### config.mk
export PLATFORM = sky130hd
export DESIGN_NAME = mac_receiver_run_control
export DESIGN_NICKNAME = d
export VERILOG_FILES = /design/src/rx_run_pkg.sv /design/src/mac_receiver_run_control.sv
export SDC_FILE = /design/constraint.sdc
export NUM_CORES = 1
export LEC_CHECK = 0
export ABC_AREA = 0
export BUFFER_PORTS_ARGS = -buffer_cell sky130_fd_sc_hd__buf_2
export CORE_MARGIN = 3
export CORE_UTILIZATION = 40
export CTS_CLUSTER_DIAMETER = 100
export DETAILED_ROUTE_END_ITERATION = 7
export PLACE_DENSITY = 0.59
export SLEW_MARGIN = 15
export SYNTH_ARGS = -nofsm -noshare
export SYNTH_HDL_FRONTEND = slang
export SYNTH_SLANG_ARGS = --single-unit
### constraint.sdc
create_clock -name clk_i -period 5.2 [get_ports clk_i]
set_clock_uncertainty 0.15 [all_clocks]
set_input_delay 0.52 -clock clk_i [delete_from_list [all_inputs] [get_ports clk_i]]
set_output_delay 0.52 -clock clk_i [all_outputs]
set_load 0.05 [all_outputs]
### src/rx_run_pkg.sv
// =====================================================================
// shared constants and carriers for the receiver run control block
package rx_run_pkg;
    // width of a receive data word and a status word
    localparam int DATA_W = 32;
    // default depths of the receive data and status fifos, in words
    localparam int DATA_DEPTH = 16;
    localparam int STAT_DEPTH = 4;
    // reset value of the fifo read data outputs
    localparam logic [DATA_W-1:0] WORD_RST = 32'h0000_0000;

    // run state of the receiver
    typedef enum logic [1:0] {
        RUN_IDLE,
        RUN_FRAME,
        RUN_HALT
    } run_state_t;

    // one word coming from the receive mac side
    typedef struct packed {
        logic valid;
        logic last;
        logic [DATA_W-1:0] data;
    } rx_word_t;

    // one status word at the end of a frame
    typedef struct packed {
        logic valid;
        logic [DATA_W-1:0] status;
    } rx_status_t;
endpackage : rx_run_pkg

### src/mac_receiver_run_control.sv
`timescale 1ns/1ps
`default_nettype none
// =====================================================================
// receiver run control with data and status fifos
module mac_receiver_run_control
    import rx_run_pkg::*;
#(
    parameter int DDEPTH = DATA_DEPTH,  // data fifo words
    parameter int SDEPTH = STAT_DEPTH   // status fifo words
) (
    input wire logic clk_i,
    input wire logic sys_rst_i,
    // receive enable bit from mac control
    input wire logic receive_enable_bit_i,
    // words and status from the receive mac
    input wire rx_word_t rx_word_i,
    input wire rx_status_t rx_status_i,
    // host fifo reads
    input wire logic data_rd_i,
    input wire logic stat_rd_i,
    // host flushes, honoured only while halted
    input wire logic data_flush_i,
    input wire logic stat_flush_i,
    // host acknowledge of the error flag
    input wire logic error_ack_i,
    output logic [DATA_W-1:0] data_rdata_o,
    output logic [DATA_W-1:0] stat_rdata_o,
    output logic data_empty_o,
    output logic stat_empty_o,
    output logic receiver_stopped_event_o,
    output logic receiver_error_flag_o,
    output logic halted_o
);
    // =================================================================
    // pointer widths
    // depths that are not powers of two still wrap by compare
    localparam int DAW = $clog2(DDEPTH);
    localparam int SAW = $clog2(SDEPTH);

    // storage arrays
    logic [DATA_W-1:0] dmem_q [DDEPTH];
    logic [DATA_W-1:0] smem_q [SDEPTH];
    // pointers and fill counts
    logic [DAW-1:0] dwp_q, drp_q;
    logic [SAW-1:0] swp_q, srp_q;
    logic [DAW:0] dcnt_q;
    logic [SAW:0] scnt_q;
    run_state_t state_q;
    logic halt_seen_q;      // stopped event already sent
    logic drop_q;           // rest of frame dropped after data overflow

    // =================================================================
    // run control
    // a frame in flight is allowed to finish before halting so the
    // status fifo never holds a frame cut in half
    always_ff @(posedge clk_i) begin
        if (sys_rst_i) begin
            state_q <= RUN_IDLE;
        end else begin
            case (state_q)
                RUN_IDLE: begin
                    // a word already on its way opens a frame first so
                    // its status word is never shut out by the halt
                    if (rx_word_i.valid) begin
                        state_q <= RUN_FRAME;
                    end else if (!receive_enable_bit_i) begin
                        state_q <= RUN_HALT;
                    end
                end
                RUN_FRAME: begin
                    // frame ends on its status word
                    if (rx_status_i.valid) begin
                        state_q <= receive_enable_bit_i ? RUN_IDLE : RUN_HALT;
                    end
                end
                RUN_HALT: begin
                    // no self restart
                    if (receive_enable_bit_i) begin
                        state_q <= RUN_IDLE;
                    end
                end
                default: state_q <= RUN_IDLE;
            endcase
        end
    end

    // halt flag and single stopped pulse
    // the pulse is registered so it never glitches on a state change
    logic halted;
    assign halted = (state_q == RUN_HALT);
    assign halted_o = halted;

    always_ff @(posedge clk_i) begin
        if (sys_rst_i) begin
            halt_seen_q <= 1'b0;
            receiver_stopped_event_o <= 1'b0;
        end else begin
            // one cycle pulse in the cycle after the first halted cycle
            receiver_stopped_event_o <= halted && !halt_seen_q;
            halt_seen_q <= halted;
        end
    end

    // =================================================================
    // fifo write and read qualifiers
    logic accept;
    logic d_full, s_full, d_empty, s_empty;
    logic d_wr, s_wr, d_rd, s_rd, d_flush, s_flush;
    assign accept = !halted;
    assign d_full = (dcnt_q == (DAW+1)'(DDEPTH));
    assign s_full = (scnt_q == (SAW+1)'(SDEPTH));
    assign d_empty = (dcnt_q == '0);
    assign s_empty = (scnt_q == '0);
    assign d_flush = data_flush_i && halted;
    assign s_flush = stat_flush_i && halted;
    assign d_wr = accept && rx_word_i.valid && !d_full && !drop_q;
    assign s_wr = accept && rx_status_i.valid && !s_full;
    assign d_rd = data_rd_i && !d_empty;
    assign s_rd = stat_rd_i && !s_empty;
    assign data_empty_o = d_empty;
    assign stat_empty_o = s_empty;

    // drop the remainder of a frame once the data fifo overflowed
    // trade-off: an overflowing frame loses its tail, not older frames
    always_ff @(posedge clk_i) begin
        if (sys_rst_i) begin
            drop_q <= 1'b0;
        end else if (rx_word_i.valid && rx_word_i.last) begin
            drop_q <= 1'b0;
        end else if (accept && rx_word_i.valid && d_full) begin
            drop_q <= 1'b1;
        end
    end

    // =================================================================
    // data fifo
    // storage has no reset; only the pointers say what is valid
    always_ff @(posedge clk_i) begin
        if (d_wr) begin
            dmem_q[dwp_q] <= rx_word_i.data;
        end
    end

    always_ff @(posedge clk_i) begin
        // a flush rewinds the pointers and clears the last word
        if (sys_rst_i || d_flush) begin
            dwp_q <= '0;
            drp_q <= '0;
            dcnt_q <= '0;
            data_rdata_o <= WORD_RST;
        end else begin
            if (d_wr) begin
                dwp_q <= (dwp_q == DAW'(DDEPTH-1)) ? '0 : dwp_q + 1'b1;
            end
            if (d_rd) begin
                drp_q <= (drp_q == DAW'(DDEPTH-1)) ? '0 : drp_q + 1'b1;
                data_rdata_o <= dmem_q[drp_q];
            end
            dcnt_q <= dcnt_q + (DAW+1)'(d_wr) - (DAW+1)'(d_rd);
        end
    end

    // =================================================================
    // status fifo
    // same shape as the data fifo, sized for status words
    always_ff @(posedge clk_i) begin
        if (s_wr) begin
            smem_q[swp_q] <= rx_status_i.status;
        end
    end

    always_ff @(posedge clk_i) begin
        // a full status fifo refuses the write; the error flag reports it
        if (sys_rst_i || s_flush) begin
            swp_q <= '0;
            srp_q <= '0;
            scnt_q <= '0;
            stat_rdata_o <= WORD_RST;
        end else begin
            if (s_wr) begin
                swp_q <= (swp_q == SAW'(SDEPTH-1)) ? '0 : swp_q + 1'b1;
            end
            if (s_rd) begin
                srp_q <= (srp_q == SAW'(SDEPTH-1)) ? '0 : srp_q + 1'b1;
                stat_rdata_o <= smem_q[srp_q];
            end
            scnt_q <= scnt_q + (SAW+1)'(s_wr) - (SAW+1)'(s_rd);
        end
    end

    // =================================================================
    // sticky error flag; a new cause wins over the acknowledge
    // the flag feeds nothing in the run control, so reception goes on
    // limitation: the flag alone does not tell the host the cause
    logic err_set;
    assign err_set = (data_rd_i && d_empty)
                   || (stat_rd_i && s_empty)
                   || (accept && rx_status_i.valid && s_full);

    always_ff @(posedge clk_i) begin
        if (sys_rst_i) begin
            receiver_error_flag_o <= 1'b0;
        end else if (err_set) begin
            receiver_error_flag_o <= 1'b1;
        end else if (error_ack_i) begin
            receiver_error_flag_o <= 1'b0;
        end
    end
endmodule : mac_receiver_run_control
`default_nettype wire

# After elaboration in Yosys (flattened, before gate mapping)
# Memory sizes are Yosys's and may differ from the RTL's. A register that Yosys moved wholly into a read port is not among the register bits.
# Cells that the tools add are included.
[word_totals] memories=2 latch_bits=0 ramBits=640 romBits=0 ff_bits=26 word_cells=80
[classes] shifts=0 n_bitwise=0 n_reduce_logical=32 eq_ne=11 order_cmp=0 muxes=16 n_mul=0 n_addsub=8 div=0
[memory_table] name="dmem_q" depth=16 word_bits=32 rd=1 rd_clocked_by_memory_dff=1 write_ports=1 line="mac_receiver_run_control.sv:41" text="logic [DATA_W-1:0] dmem_q [DDEPTH];"
[memory_table] name="smem_q" depth=4 word_bits=32 rd=1 rd_clocked_by_memory_dff=1 write_ports=1 line="mac_receiver_run_control.sv:42" text="logic [DATA_W-1:0] smem_q [SDEPTH];"
[op_table] op="logical AND 1 bit" count=15
[op_table] op="2-to-1 mux 2 bit" count=7
[op_table] op="adder 4 x 1 -> 4 bit (second input constant)" count=2
[op_table] op="equality test 4 bit (second input constant)" count=2
[op_table] op="2-to-1 mux 4 bit" count=2
[op_table] op="zero test 1 bit" count=7
[op_table] op="equality test 2 bit (second input constant)" count=3
[op_table] op="2-to-1 mux 1 bit" count=6
[op_table] op="case mux 2 bit (3 select lines)" count=1
[op_table] op="adder 5 x 1 -> 5 bit" count=1
[op_table] op="equality test 5 bit (second input constant)" count=1
[op_table] op="zero test 5 bit" count=1
[op_table] op="subtractor 5 x 1 -> 5 bit" count=1
[op_table] op="adder 2 x 1 -> 2 bit (second input constant)" count=2
[op_table] op="logical OR 1 bit" count=4
[op_table] op="!= test 2 bit (second input constant)" count=2
[op_table] op="adder 3 x 1 -> 3 bit" count=1
[op_table] op="equality test 3 bit (second input constant)" count=1
[op_table] op="zero test 3 bit" count=1
[op_table] op="!= test 3 bit (second input constant)" count=1
[op_table] op="AND reduction 3 bit" count=1
[op_table] op="subtractor 3 x 1 -> 3 bit" count=1
[op_table] op="equality test 2 x 1 -> 1 bit (second input constant)" count=1
[op_table] op="zero test 2 bit" count=1
[op_table] op="other kinds (2)" count=2

# Longest topological paths before layout
# Gate-level depths: netlist of run 1.
[depth] word_depth=7 mapped_depth=15 mapped_depth_nobuf=13

# Worst setup path before layout of run 1
# OpenSTA, ideal clock, no wires.
[synth_path] path_type="register to register" from="register dcnt_q[2]" to="memory dmem_q[0][0] (enable)" t_arrival_ns=3.486 required_time_ns=4.589 stages_incl_launch_ff=7 path_buffers=0 path_slack_ns=1.103 cell_sequence="dfxtp_1 -> inv_1 -> ha_1 -> nor4bb_1 -> nor4b_4 -> nand2_1 -> nor3_1"
[synth_between] elab_chain_len=6
[synth_lines] item="from (decl)" line="mac_receiver_run_control.sv:46" text="logic [DAW:0] dcnt_q;"
[synth_lines] item="from (signal assigned)" line="mac_receiver_run_control.sv:159" text="dcnt_q <= dcnt_q + (DAW+1)'(d_wr) - (DAW+1)'(d_rd);"
[synth_lines] item="equality test 5 bit" line="mac_receiver_run_control.sv:110" text="assign d_full = (dcnt_q == (DAW+1)'(DDEPTH));"
[synth_lines] item="zero test 1 bit" line="mac_receiver_run_control.sv:116" text="assign d_wr = accept && rx_word_i.valid && !d_full && !drop_q;"
[synth_lines] item="logical AND 1 bit (2 in series)" line="mac_receiver_run_control.sv:116"
[synth_lines] item="2-to-1 mux 1 bit" line="mac_receiver_run_control.sv:139" text="if (d_wr) begin"
[synth_lines] item="2-to-1 mux 1 bit (not written as such)" line="mac_receiver_run_control.sv:140" text="dmem_q[dwp_q] <= rx_word_i.data;"
[synth_lines] item="to (decl)" line="mac_receiver_run_control.sv:41"
# No other way between the ends.

# Worst setup path after layout of run 1
[layout_path] from="register dcnt_q[2]" to="register dcnt_q[4]"
[layout_between] elab_chain_len=6 elab_cells_between_ends=9
[layout_lines] item="equality test 5 bit" line="mac_receiver_run_control.sv:110"
[layout_lines] item="zero test 1 bit" line="mac_receiver_run_control.sv:116"
[layout_lines] item="logical AND 1 bit (2 in series)" line="mac_receiver_run_control.sv:116"
[layout_lines] item="adder 5 x 1 -> 5 bit" line="mac_receiver_run_control.sv:159"
[layout_lines] item="subtractor 5 x 1 -> 5 bit (*)" line="mac_receiver_run_control.sv:159"
# Every way passes the cells marked *; elsewhere a longest branch is shown, timed or not.
# A chain may end at the register's enable or synchronous reset.

==> results of run 1 <==
-- what timing repair did --
item	CTS	global route
hold buffers	34	0
endpoints found under the setup margin	0	0
endpoints found under the hold margin	130	0
-- report_power, final --
| part | internal [mW] | leakage (nW) | switching, mW | total [mW] |
|---|---|---|---|---|
| Combinational | 0.960 | 2.65 | 1.63 | 2.59 |
| Sequential | 6.74 | 6.53 | 0.235 | 6.98 |
| Clock | 3.28 | 1.27 | 2.23 | 5.51 |
-- metal layers --
| layer | track usage | up-vias |
|---|---|---|
| li1 | - | 6142 |
| met1 | 0.218 | 7067 |
| met2 | 0.269 | 318 |
| met3 | 0.0311 | 81 |
| met4 | 0.0520 | 4 |
| met5 | 0 | - |
-- layout make-up --
class                   instances  area, um^2  area share
flip-flops and latches        730       21000       0.655
repair buffers                204        1300      0.0404
multi-input cells             586        5980       0.186
clock buffers                 103        2190      0.0681
inverters                      25        96.3     0.00300
clock inverters                39         422      0.0131
well taps                     873        1090      0.0340
-- worst paths after layout --
| check | cells past startpoint | start | slack, ns | endpoint |
|---|---|---|---|---|
| worst max register to register | 13 | dcnt_q[2] | 1.91 | dcnt_q[4] |
| worst min-delay path | 2 | rx_word_i[33] | 0.05 | drop_q |
| worst min register to register | 1 | halt_seen_q | 0.27 | receiver_stopped_event_o |
| worst max-delay path | 13 | dcnt_q[2] | 1.91 | dcnt_q[4] |
-- per-stage QoR --
stage / instance area, um^2 / utilization / setup WS [ns] / hold slack, ns
after global placement: 29100 / 0.432 / 1.95 / 0.263
final: 32100 / 0.476 / 1.91 / 0.0492
after detailed placement: 29100 / 0.432 / 1.91 / 0.268
after floorplan: 27300 / - / 1.10 / 0.226
after global routing: 32100 / 0.476 / 1.67 / 0.0306
after CTS: 32100 / 0.476 / 1.89 / 0.0102
-- state kept, by name (all words and copies together) (netlist names) --
name	flops
data_rdata_o	32
dcnt_q	5
dmem_q	512
drop_q	1
drp_q	4
dwp_q	4
halt_seen_q	1
receiver_error_flag_o	1
receiver_stopped_event_o	1
scnt_q	3
smem_q	128
srp_q	2
stat_rdata_o	32
state_q	2
swp_q	2
-- synthesized netlist by cell type, drive strengths merged, types with 25 or more instances --
library cell  number
edfxtp           640
mux4             128
dfxtp             90
nand2             84
a21oi             80
mux2i             65
clkbuf            46
a31oi             36
o21ai             34
buf               33
a22oi             31
o22ai             31
nor2              25
-- cell families (layout without fill, tap and decap cells) --
group | Yosys count | after routing | share of synthesized area
and+or+nand+nor | 141 | 141 | 0.0231
muxes | 194 | 194 | 0.130
xor gates and xnor gates | 6 | 6 | 0.00193
adders and majority gates | 20 | 20 | 0.00973
AOI/OAI and AO/OA | 225 | 225 | 0.0489
buffers and inverters | 104 | 371 | 0.0157
DFF | 730 | 730 | 0.771
==> results.py, run 1 <==
metrics = {
    "layout": {
        "drive_gt1_frac": 0.269,
        "diodes": 0,
        "fillers": 5514,
        "layout_commonest_cell": "edfxtp_1",
        "finalNonFillerCells": 2560,
        "nets": 1719,
        "final_cell_mix": "edfxtp_1, buf_2, mux4_2, dfxtp_1, nand2_1",
        "area_growth_pct": 17.7,
    },
    "drt": {
        "drc_errors": 0,
        "drt-met1-wl_um": 25000,
        "drtAntennaViolNets": 0,
        "first_pass_iters": 5,
        "drtIter0Drc": 1024,
        "route.met2.wl_um": 28100,
        "vias": 13600,
        "viasPerCell": 5.32,
        "wl_met3_um": 2870,
        "top_layer": "met5",
        "wl_um": 57100,
        "wire_per_inst_um": 22.3,
    },
    "synth": {
        "synth.top_cell.area_share": 0.705,
        "synth_seq_cells": 730,
        "async_flop_share": 0,
        "yosys_most_used_dff": "edfxtp_1",
        "synth_warnings": 0,
        "netlist_area_um2": 27300,
        "syn-num-nets": 1515,
        "avgSynthCellArea_um2": 19.2,
        "synth-seq-area-share": 0.771,
        "synth_cell_types": 44,
        "ys_top_cells_by_area": "edfxtp_1, mux4_2, dfxtp_1",
        "synth_area_leader_cell": "edfxtp_1",
        "syn_inst": 1420,
        "synth_edf_count": 640,
    },
    "floorplan": {
        "num_rows": 95,
        "die_y_um": 267,
        "fp.coreArea_um2": 67400,
        "die_w_um": 267,
        "dieArea_um2": 71400,
        "pin_count": 144,
        "initial_core_util": 0.405,
    },
    "placement": {
        "place_hpwl_um": 32300,
        "portBuffers": 143,
        "dp.cells": 2383,
        "place_congestion": 0.774,
    },
    "critical_path": {
        "crit_fanout": 9,
        "worstPathCellList": "inv_1, ha_1, nor4bb_1, nor4b_4, inv_2, ha_1, inv_1, ha_1, fa_1, a21oi_1, nor2_1, or3_1, a21oi_1",
        "worstSetupStartpointType": "register",
        "worst-path-buf-inv": 3,
        "critPathMaxStageDelay_ns": 0.51,
        "critPathKind": "reg -> reg",
        "critPathSlowestCell": "nor4b_4",
        "required_ns": 5.57,
        "cp-end-kind": "register",
        "crit_family": "adder cells",
        "cp_data_arrival_time_ns": 3.66,
        "crit_top_cell": "ha_1",
    },
    "sta": {
        "finalSetupViolCount": 0,
        "rsz0062_at_grt": "false",
        "slew_headroom": 0.225,
        "period_share": 0.632,
        "slew_violations": 0,
        "period_needed_ns": 3.29,
        "hold_viol_final": 0,
        "tightest_slew_ns": 1.16,
        "tns_ns": 0,
        "fmax_mhz": 304,
    },
    "worst_hold_path": {
        "hp-class": "in -> reg",
    },
    "outcome": {
        "status": "complete, no violations",
    },
    "clocking": {
        "clkSinkCount": 730,
        "cts_root_buf": "clkbuf_16",
        "htree_num_levels": 3,
        "cts_buffer_depth": 3,
        "cts_tree": "built",
        "cts_buffers": 77,
        "insertion_delay_ns": 0.62,
        "cts_setup_buffers": 0,
        "clk_pin_slew_ns": 0.06,
        "post_cts_resized": 0,
    },
    "global_route": {
        "track_usage": 0.162,
        "grt_max_degree": 67,
        "antenna_found_initial": 3,
        "grt_overflow": 0,
        "grt_pass1_wl_um": 86900,
        "grt_pass1_vias": 14300,
    },
    "pwr": {
        "finalPower_mw": 15.1,
        "p_per_area_nw_per_um2": 470,
        "worst_ir_drop_vdd_mv": 0.197,
        "p_leak_nw": 10.5,
    },
    "job": {
        "maxCapViolations": 0,
    },
}
Note: power is estimated with default switching activity, not from simulation.
==> run 2: changes to the inputs <==
==> constraint.sdc (replaced) <==
create_clock -name clk_i -period 3.34 [get_ports clk_i]
set_clock_uncertainty 0.15 [all_clocks]
set_input_delay 0.334 -clock clk_i [delete_from_list [all_inputs] [get_ports clk_i]]
set_output_delay 0.334 -clock clk_i [all_outputs]
set_load 0.05 [all_outputs]
==> run 2 against run 1 <==
Non-clock buffer count increased by 71. Final area is 2.4% higher. Cell count is 2.9% higher. Maximum frequency up 4.6%. Total power increased by 57%. Hold slack better by 0.11 ns. Largest cell class unchanged. Wire length rose by 5.4%. Clock-buffer cell count increased by 7.
==> results.py, run 2 (same netlist as run 1, synthesis figures left out) <==
metrics = {
    "critical_path": {
        "reg2reg_from": "dcnt_q[3]",
        "required_ns": 3.74,
        "timing.rr.end": "dcnt_q[4]",
        "worstSetupStartpointType": "register",
        "worstPathCellList": "inv_1, ha_1, or4b_1, nand2_1, inv_2, ha_1, inv_1, ha_1, fa_1, a21oi_1, nor2_1, or3_1, a21oi_1",
        "reg2regPathDepth": 13,
        "crit_fanout": 5,
        "critPathKind": "reg -> reg",
        "r2r_slack_ns": 0.20,
        "crit_family": "simple AND/OR/NAND/NOR gates",
        "critPathSlowestCell": "or4b_1",
        "cp-end-kind": "register",
        "worst-path-buf-inv": 3,
        "critPathMaxStageDelay_ns": 0.49,
        "cp_data_arrival_time_ns": 3.54,
        "crit_top_cell": "ha_1",
    },
    "layout": {
        "top_regs": "dmem_q: 512 flops, smem_q: 128 flops",
        "nets": 1791,
        "regMostFlops": "dmem_q",
        "largest_register_ffs": 512,
        "final_cell_mix": "edfxtp_1, buf_2, mux4_2, dfxtp_1, nand2_1",
        "area_growth_pct": 20.6,
        "finalNonFillerCells": 2635,
        "layout_commonest_cell": "edfxtp_1",
        "drive_gt1_frac": 0.270,
    },
    "clocking": {
        "clkSinkCount": 730,
        "clk_pin_slew_ns": 0.06,
        "cts_setup_buffers": 0,
        "cts_tree": "built",
        "htree_num_levels": 3,
        "insertion_delay_ns": 0.62,
        "cts_buffer_depth": 3,
        "cts_root_buf": "clkbuf_16",
        "cts_buffers": 78,
    },
    "placement": {
        "dp_worst_setup_slack_ns": 0.216,
        "place_congestion": 0.768,
        "portBuffers": 143,
        "dp.cells": 2415,
        "place_hpwl_um": 34500,
    },
    "global_route": {
        "grt_max_degree": 67,
        "grt_pass1_wl_um": 91800,
        "antenna_found_initial": 2,
        "grt_overflow": 0,
        "grt_pass1_vias": 14900,
        "track_usage": 0.171,
    },
    "floorplan": {
        "die_w_um": 267,
        "fp.coreArea_um2": 67400,
        "die_y_um": 267,
        "dieArea_um2": 71400,
        "initial_core_util": 0.405,
        "num_rows": 95,
        "pin_count": 144,
    },
    "sta": {
        "finalWorstSetupSlack_ns": 0.200,
        "slew_headroom": 0.290,
        "whs_ns": 0.160,
        "slew_violations": 0,
        "finalSetupViolCount": 0,
        "hold_viol_final": 0,
        "fmax_mhz": 318,
        "period_share": 0.940,
        "tns_ns": 0,
        "rsz0062_at_grt": "false",
        "period_needed_ns": 3.14,
        "tightest_slew_ns": 1.06,
    },
    "job": {
        "maxCapViolations": 0,
    },
    "drt": {
        "vias": 14100,
        "first_pass_iters": 5,
        "wire_per_inst_um": 22.8,
        "wl_um": 60200,
        "viasPerCell": 5.36,
        "drtAntennaViolNets": 0,
        "drc_errors": 0,
        "drtIter0Drc": 1030,
    },
    "worst_hold_path": {
        "min_from": "stat_flush_i",
        "holdPathStages": 3,
        "hp-class": "in -> reg",
        "hold_end": "scnt_q[0]",
    },
    "pwr": {
        "worst_ir_drop_vdd_mv": 0.465,
        "p_leak_nw": 10.8,
        "p_per_area_nw_per_um2": 719,
    },
    "outcome": {
        "status": "complete, no violations",
    },
}
run 2: cell count changes in the layout (fill, tap and decap cells not counted), moves of 5 or more:
cell           before  now
dlygate4sd3_1      34   74
clkbuf_1           12   23
clkinv_2           14    9
buf_12              3   15
buf_4              24   43
run 2: through the flow:
step	instance area, um^2	util	power [mW]
CTS	32900	0.488	23.9
global placement	29600	0.439	15.2
finish	32900	0.488	23.6
floorplan	27300	-	14.0
detailed placement	29600	0.439	15.3
global route	32900	0.488	24.6
run 2: tightest hold or removal path, delay by kind of cell:
family                 cells  cell delay [ns]
AO/OA/AOI/OAI              1             0.30
AND/OR/NAND/NOR            1             0.13
buffers and inverters      1             0.12
run 2: worst max-delay path by stage:
stage	startpoint	endpoint	slack, ns	cells after the start
after global routing	dcnt_q[3]	dcnt_q[4]	0.01	13
final	dcnt_q[3]	dcnt_q[4]	0.20	13
after CTS	dcnt_q[3]	dcnt_q[4]	0.19	13
after global placement	dcnt_q[2]	dcnt_q[4]	0.26	14
after floorplan	dcnt_q[3]	dcnt_q[4]	0.09	15
after detailed placement	dcnt_q[3]	dcnt_q[4]	0.22	13
run 2: final cells by class:
cell class,instances,area (um^2)
sequential,730,21000
tap,873,1090
clock inverter,35,407
antenna,1,2.50
multi-input combinational,586,6010
fill,5514,34500
clock buffer,110,2170
timing repair buffer,275,2080
inverter,25,96.3
run 2: layer usage:
layer,wire (um),track usage,vias to the layer above,part of all wire
met3,2740,0.0286,93,0.046
met2,30000,0.288,326,0.50
li1,-,-,6291,-
met4,1400,0.0522,2,0.023
met5,10,0,-,0.00017
met1,26000,0.230,7418,0.43
run 2: what timing repair did:
| action | in CTS | in global routing |
|---|---|---|
| hold endpoints to repair | 650 | 0 |
| resized for setup | 0 | 0 |
| hold buffers | 74 | 0 |
run 2: where the power goes:
| group | switching (mW) | total, mW | internal, mW |
|---|---|---|---|
| Sequential | 0.371 | 10.9 | 10.5 |
| Combinational | 2.61 | 4.23 | 1.62 |
| Clock | 3.54 | 8.54 | 5.00 |
| Total | 6.52 | 23.6 | 17.1 |
==> run 3: changes to the inputs <==
--- a/config.mk
+++ b/config.mk
@@ -6,11 +6,13 @@
 export NUM_CORES = 1
 export LEC_CHECK = 0
 export ABC_AREA = 0
+export ABC_CLOCK_PERIOD_IN_PS = 3340
 export BUFFER_PORTS_ARGS = -buffer_cell sky130_fd_sc_hd__buf_2
 export CORE_MARGIN = 3
 export CORE_UTILIZATION = 40
 export CTS_CLUSTER_DIAMETER = 100
 export DETAILED_ROUTE_END_ITERATION = 7
+export GPL_TIMING_DRIVEN = 0
 export PLACE_DENSITY = 0.59
 export SLEW_MARGIN = 15
 export SYNTH_ARGS = -nofsm -noshare
==> run 3 against run 2 <==
First-iteration DRC count rose by 3.9%. Setup slack got worse by 0.070 ns. Sequential share of layout area shrank 0.79 points. Global-route usage rose by 0.97 points. Largest cell class unchanged.
==> results.py, run 3 (same netlist as run 1, synthesis figures left out) <==
metrics = {
    "global_route": {
        "grt_pass1_wl_um": 95600,
        "antenna_found_initial": 3,
        "track_usage": 0.181,
        "grt_max_degree": 25,
        "busiest_layer": "met2",
        "grtUsageMet3": 0.0339,
        "grt_overflow": 0,
        "grt_use_met2": 0.301,
        "met1_usage": 0.241,
        "grt_pass1_vias": 15200,
    },
    "clocking": {
        "insertion_delay_ns": 0.61,
        "htree_num_levels": 3,
        "cts_buffer_depth": 3,
        "clk_pin_slew_ns": 0.06,
        "cts_buffers": 78,
        "cts_tree": "built",
        "clkSinkCount": 730,
        "cts_root_buf": "clkbuf_16",
    },
    "floorplan": {
        "die_y_um": 267,
        "fp.coreArea_um2": 67400,
        "die_w_um": 267,
        "num_rows": 95,
        "pin_count": 144,
        "dieArea_um2": 71400,
        "initial_core_util": 0.405,
    },
    "sta": {
        "slew_violations": 0,
        "period_needed_ns": 3.21,
        "finalWorstSetupSlack_ns": 0.130,
        "finalSetupViolCount": 0,
        "hold_viol_final": 0,
        "period_share": 0.961,
        "slew_headroom": 0.324,
        "tns_ns": 0,
        "fmax_mhz": 312,
        "tightest_slew_ns": 1.01,
    },
    "critical_path": {
        "worstSetupStartpointType": "register",
        "cp-end-kind": "register",
        "required_ns": 3.73,
        "crit_fanout": 5,
        "cp_data_arrival_time_ns": 3.60,
        "critPathKind": "reg -> reg",
    },
    "drt": {
        "drtAntennaViolNets": 0,
        "wire_per_inst_um": 23.6,
        "viasPerCell": 5.37,
        "drtIter0Drc": 1070,
        "wl_um": 63500,
        "vias": 14500,
        "first_pass_iters": 5,
        "drc_errors": 0,
    },
    "layout": {
        "stdcell_area_um2": 33300,
        "final_cell_mix": "edfxtp_1, buf_2, mux4_2, dfxtp_1, nand2_1",
        "largest_register_ffs": 512,
        "nets": 1846,
        "area_growth_pct": 22.0,
        "layout_commonest_cell": "edfxtp_1",
        "top_regs": "dmem_q: 512 flops, smem_q: 128 flops",
        "regMostFlops": "dmem_q",
        "finalNonFillerCells": 2690,
        "drive_gt1_frac": 0.263,
        "fin_util": 0.494,
    },
    "placement": {
        "dp_worst_setup_slack_ns": -0.501,
        "portBuffers": 142,
        "place_congestion": 0.748,
        "postPlaceCellArea_um2": 29900,
        "place_hpwl_um": 41400,
        "dp.cells": 2467,
    },
    "outcome": {
        "status": "complete, no violations",
    },
    "pwr": {
        "p_per_area_nw_per_um2": 713,
        "p_leak_nw": 10.9,
        "worst_ir_drop_vdd_mv": 0.487,
    },
    "worst_hold_path": {
        "hp-class": "in -> reg",
    },
    "job": {
        "maxCapViolations": 0,
    },
}
[run 3: changes by cell type in the layout (fill, tap and decap cells not counted), moves of 5 or more]
cell,change
clkinv_1,-5
buf_2,+25
clkbuf_1,+48
buf_8,+7
buf_16,+16
buf_1,+5
buf_4,-42
buf_12,-6
[run 3: power by group]
part	switching, mW	internal, mW
clock network	3.50	4.93
logic	2.88	1.67
registers	0.257	10.5
total	6.64	17.1
[run 3: timing repair]
action                     in CTS  in global routing
setup endpoints to repair       4                 12
buffers inserted                0                  1
hold endpoints to repair      649                  0
pin swaps                       0                  2
gates resized for setup         4                  5
hold buffers                   78                  0
[run 3: through the flow]
step	power (mW)	hold WS (ns)
finish	23.7	0.0312
CTS	24.0	0.00444
detailed placement	15.4	0.241
floorplan	14.0	0.226
global placement	15.2	0.233
global route	24.7	0.0377
[run 3: area by class of cell]
type,count,area [um^2]
clock inverters,33,370
well taps,873,1090
repair buffers,253,2220
inverters,25,101
plain buffers,77,322
flip-flops and latches,730,21000
clock buffers,111,2160
multi-input cells,586,6000
fillers,5491,34100
diodes,2,5.00
[run 3: metal layers]
layer  up-vias  wire length, um
met3       110             3350
met2       401            31400
met4         2             1740
met1      7520            26900
li1       6422                -
met5         -               10
[run 3: path summary, 6_finish.rpt]
path / end / from / slack [ns] / depth (start not counted)
worst max-delay path: dcnt_q[4] / dcnt_q[2] / 0.13 / 13
worst min-delay path: swp_q[1] / rx_status_i[32] / 0.03 / 5
worst max register to register: dcnt_q[4] / dcnt_q[2] / 0.13 / 13
worst min register to register: receiver_stopped_event_o / halt_seen_q / 0.24 / 1
[run 3: worst max-delay path: stages (launching register included)]
cell	delay, ns
dfxtp_1	0.34
inv_1	0.07
ha_1	0.20
nor4bb_1	0.17
nor4b_4	0.48
inv_2	0.12
ha_1	0.31
inv_1	0.04
ha_1	0.20
fa_2	0.38
a21oi_2	0.14
nor2_1	0.06
or3_1	0.34
a21oi_1	0.15
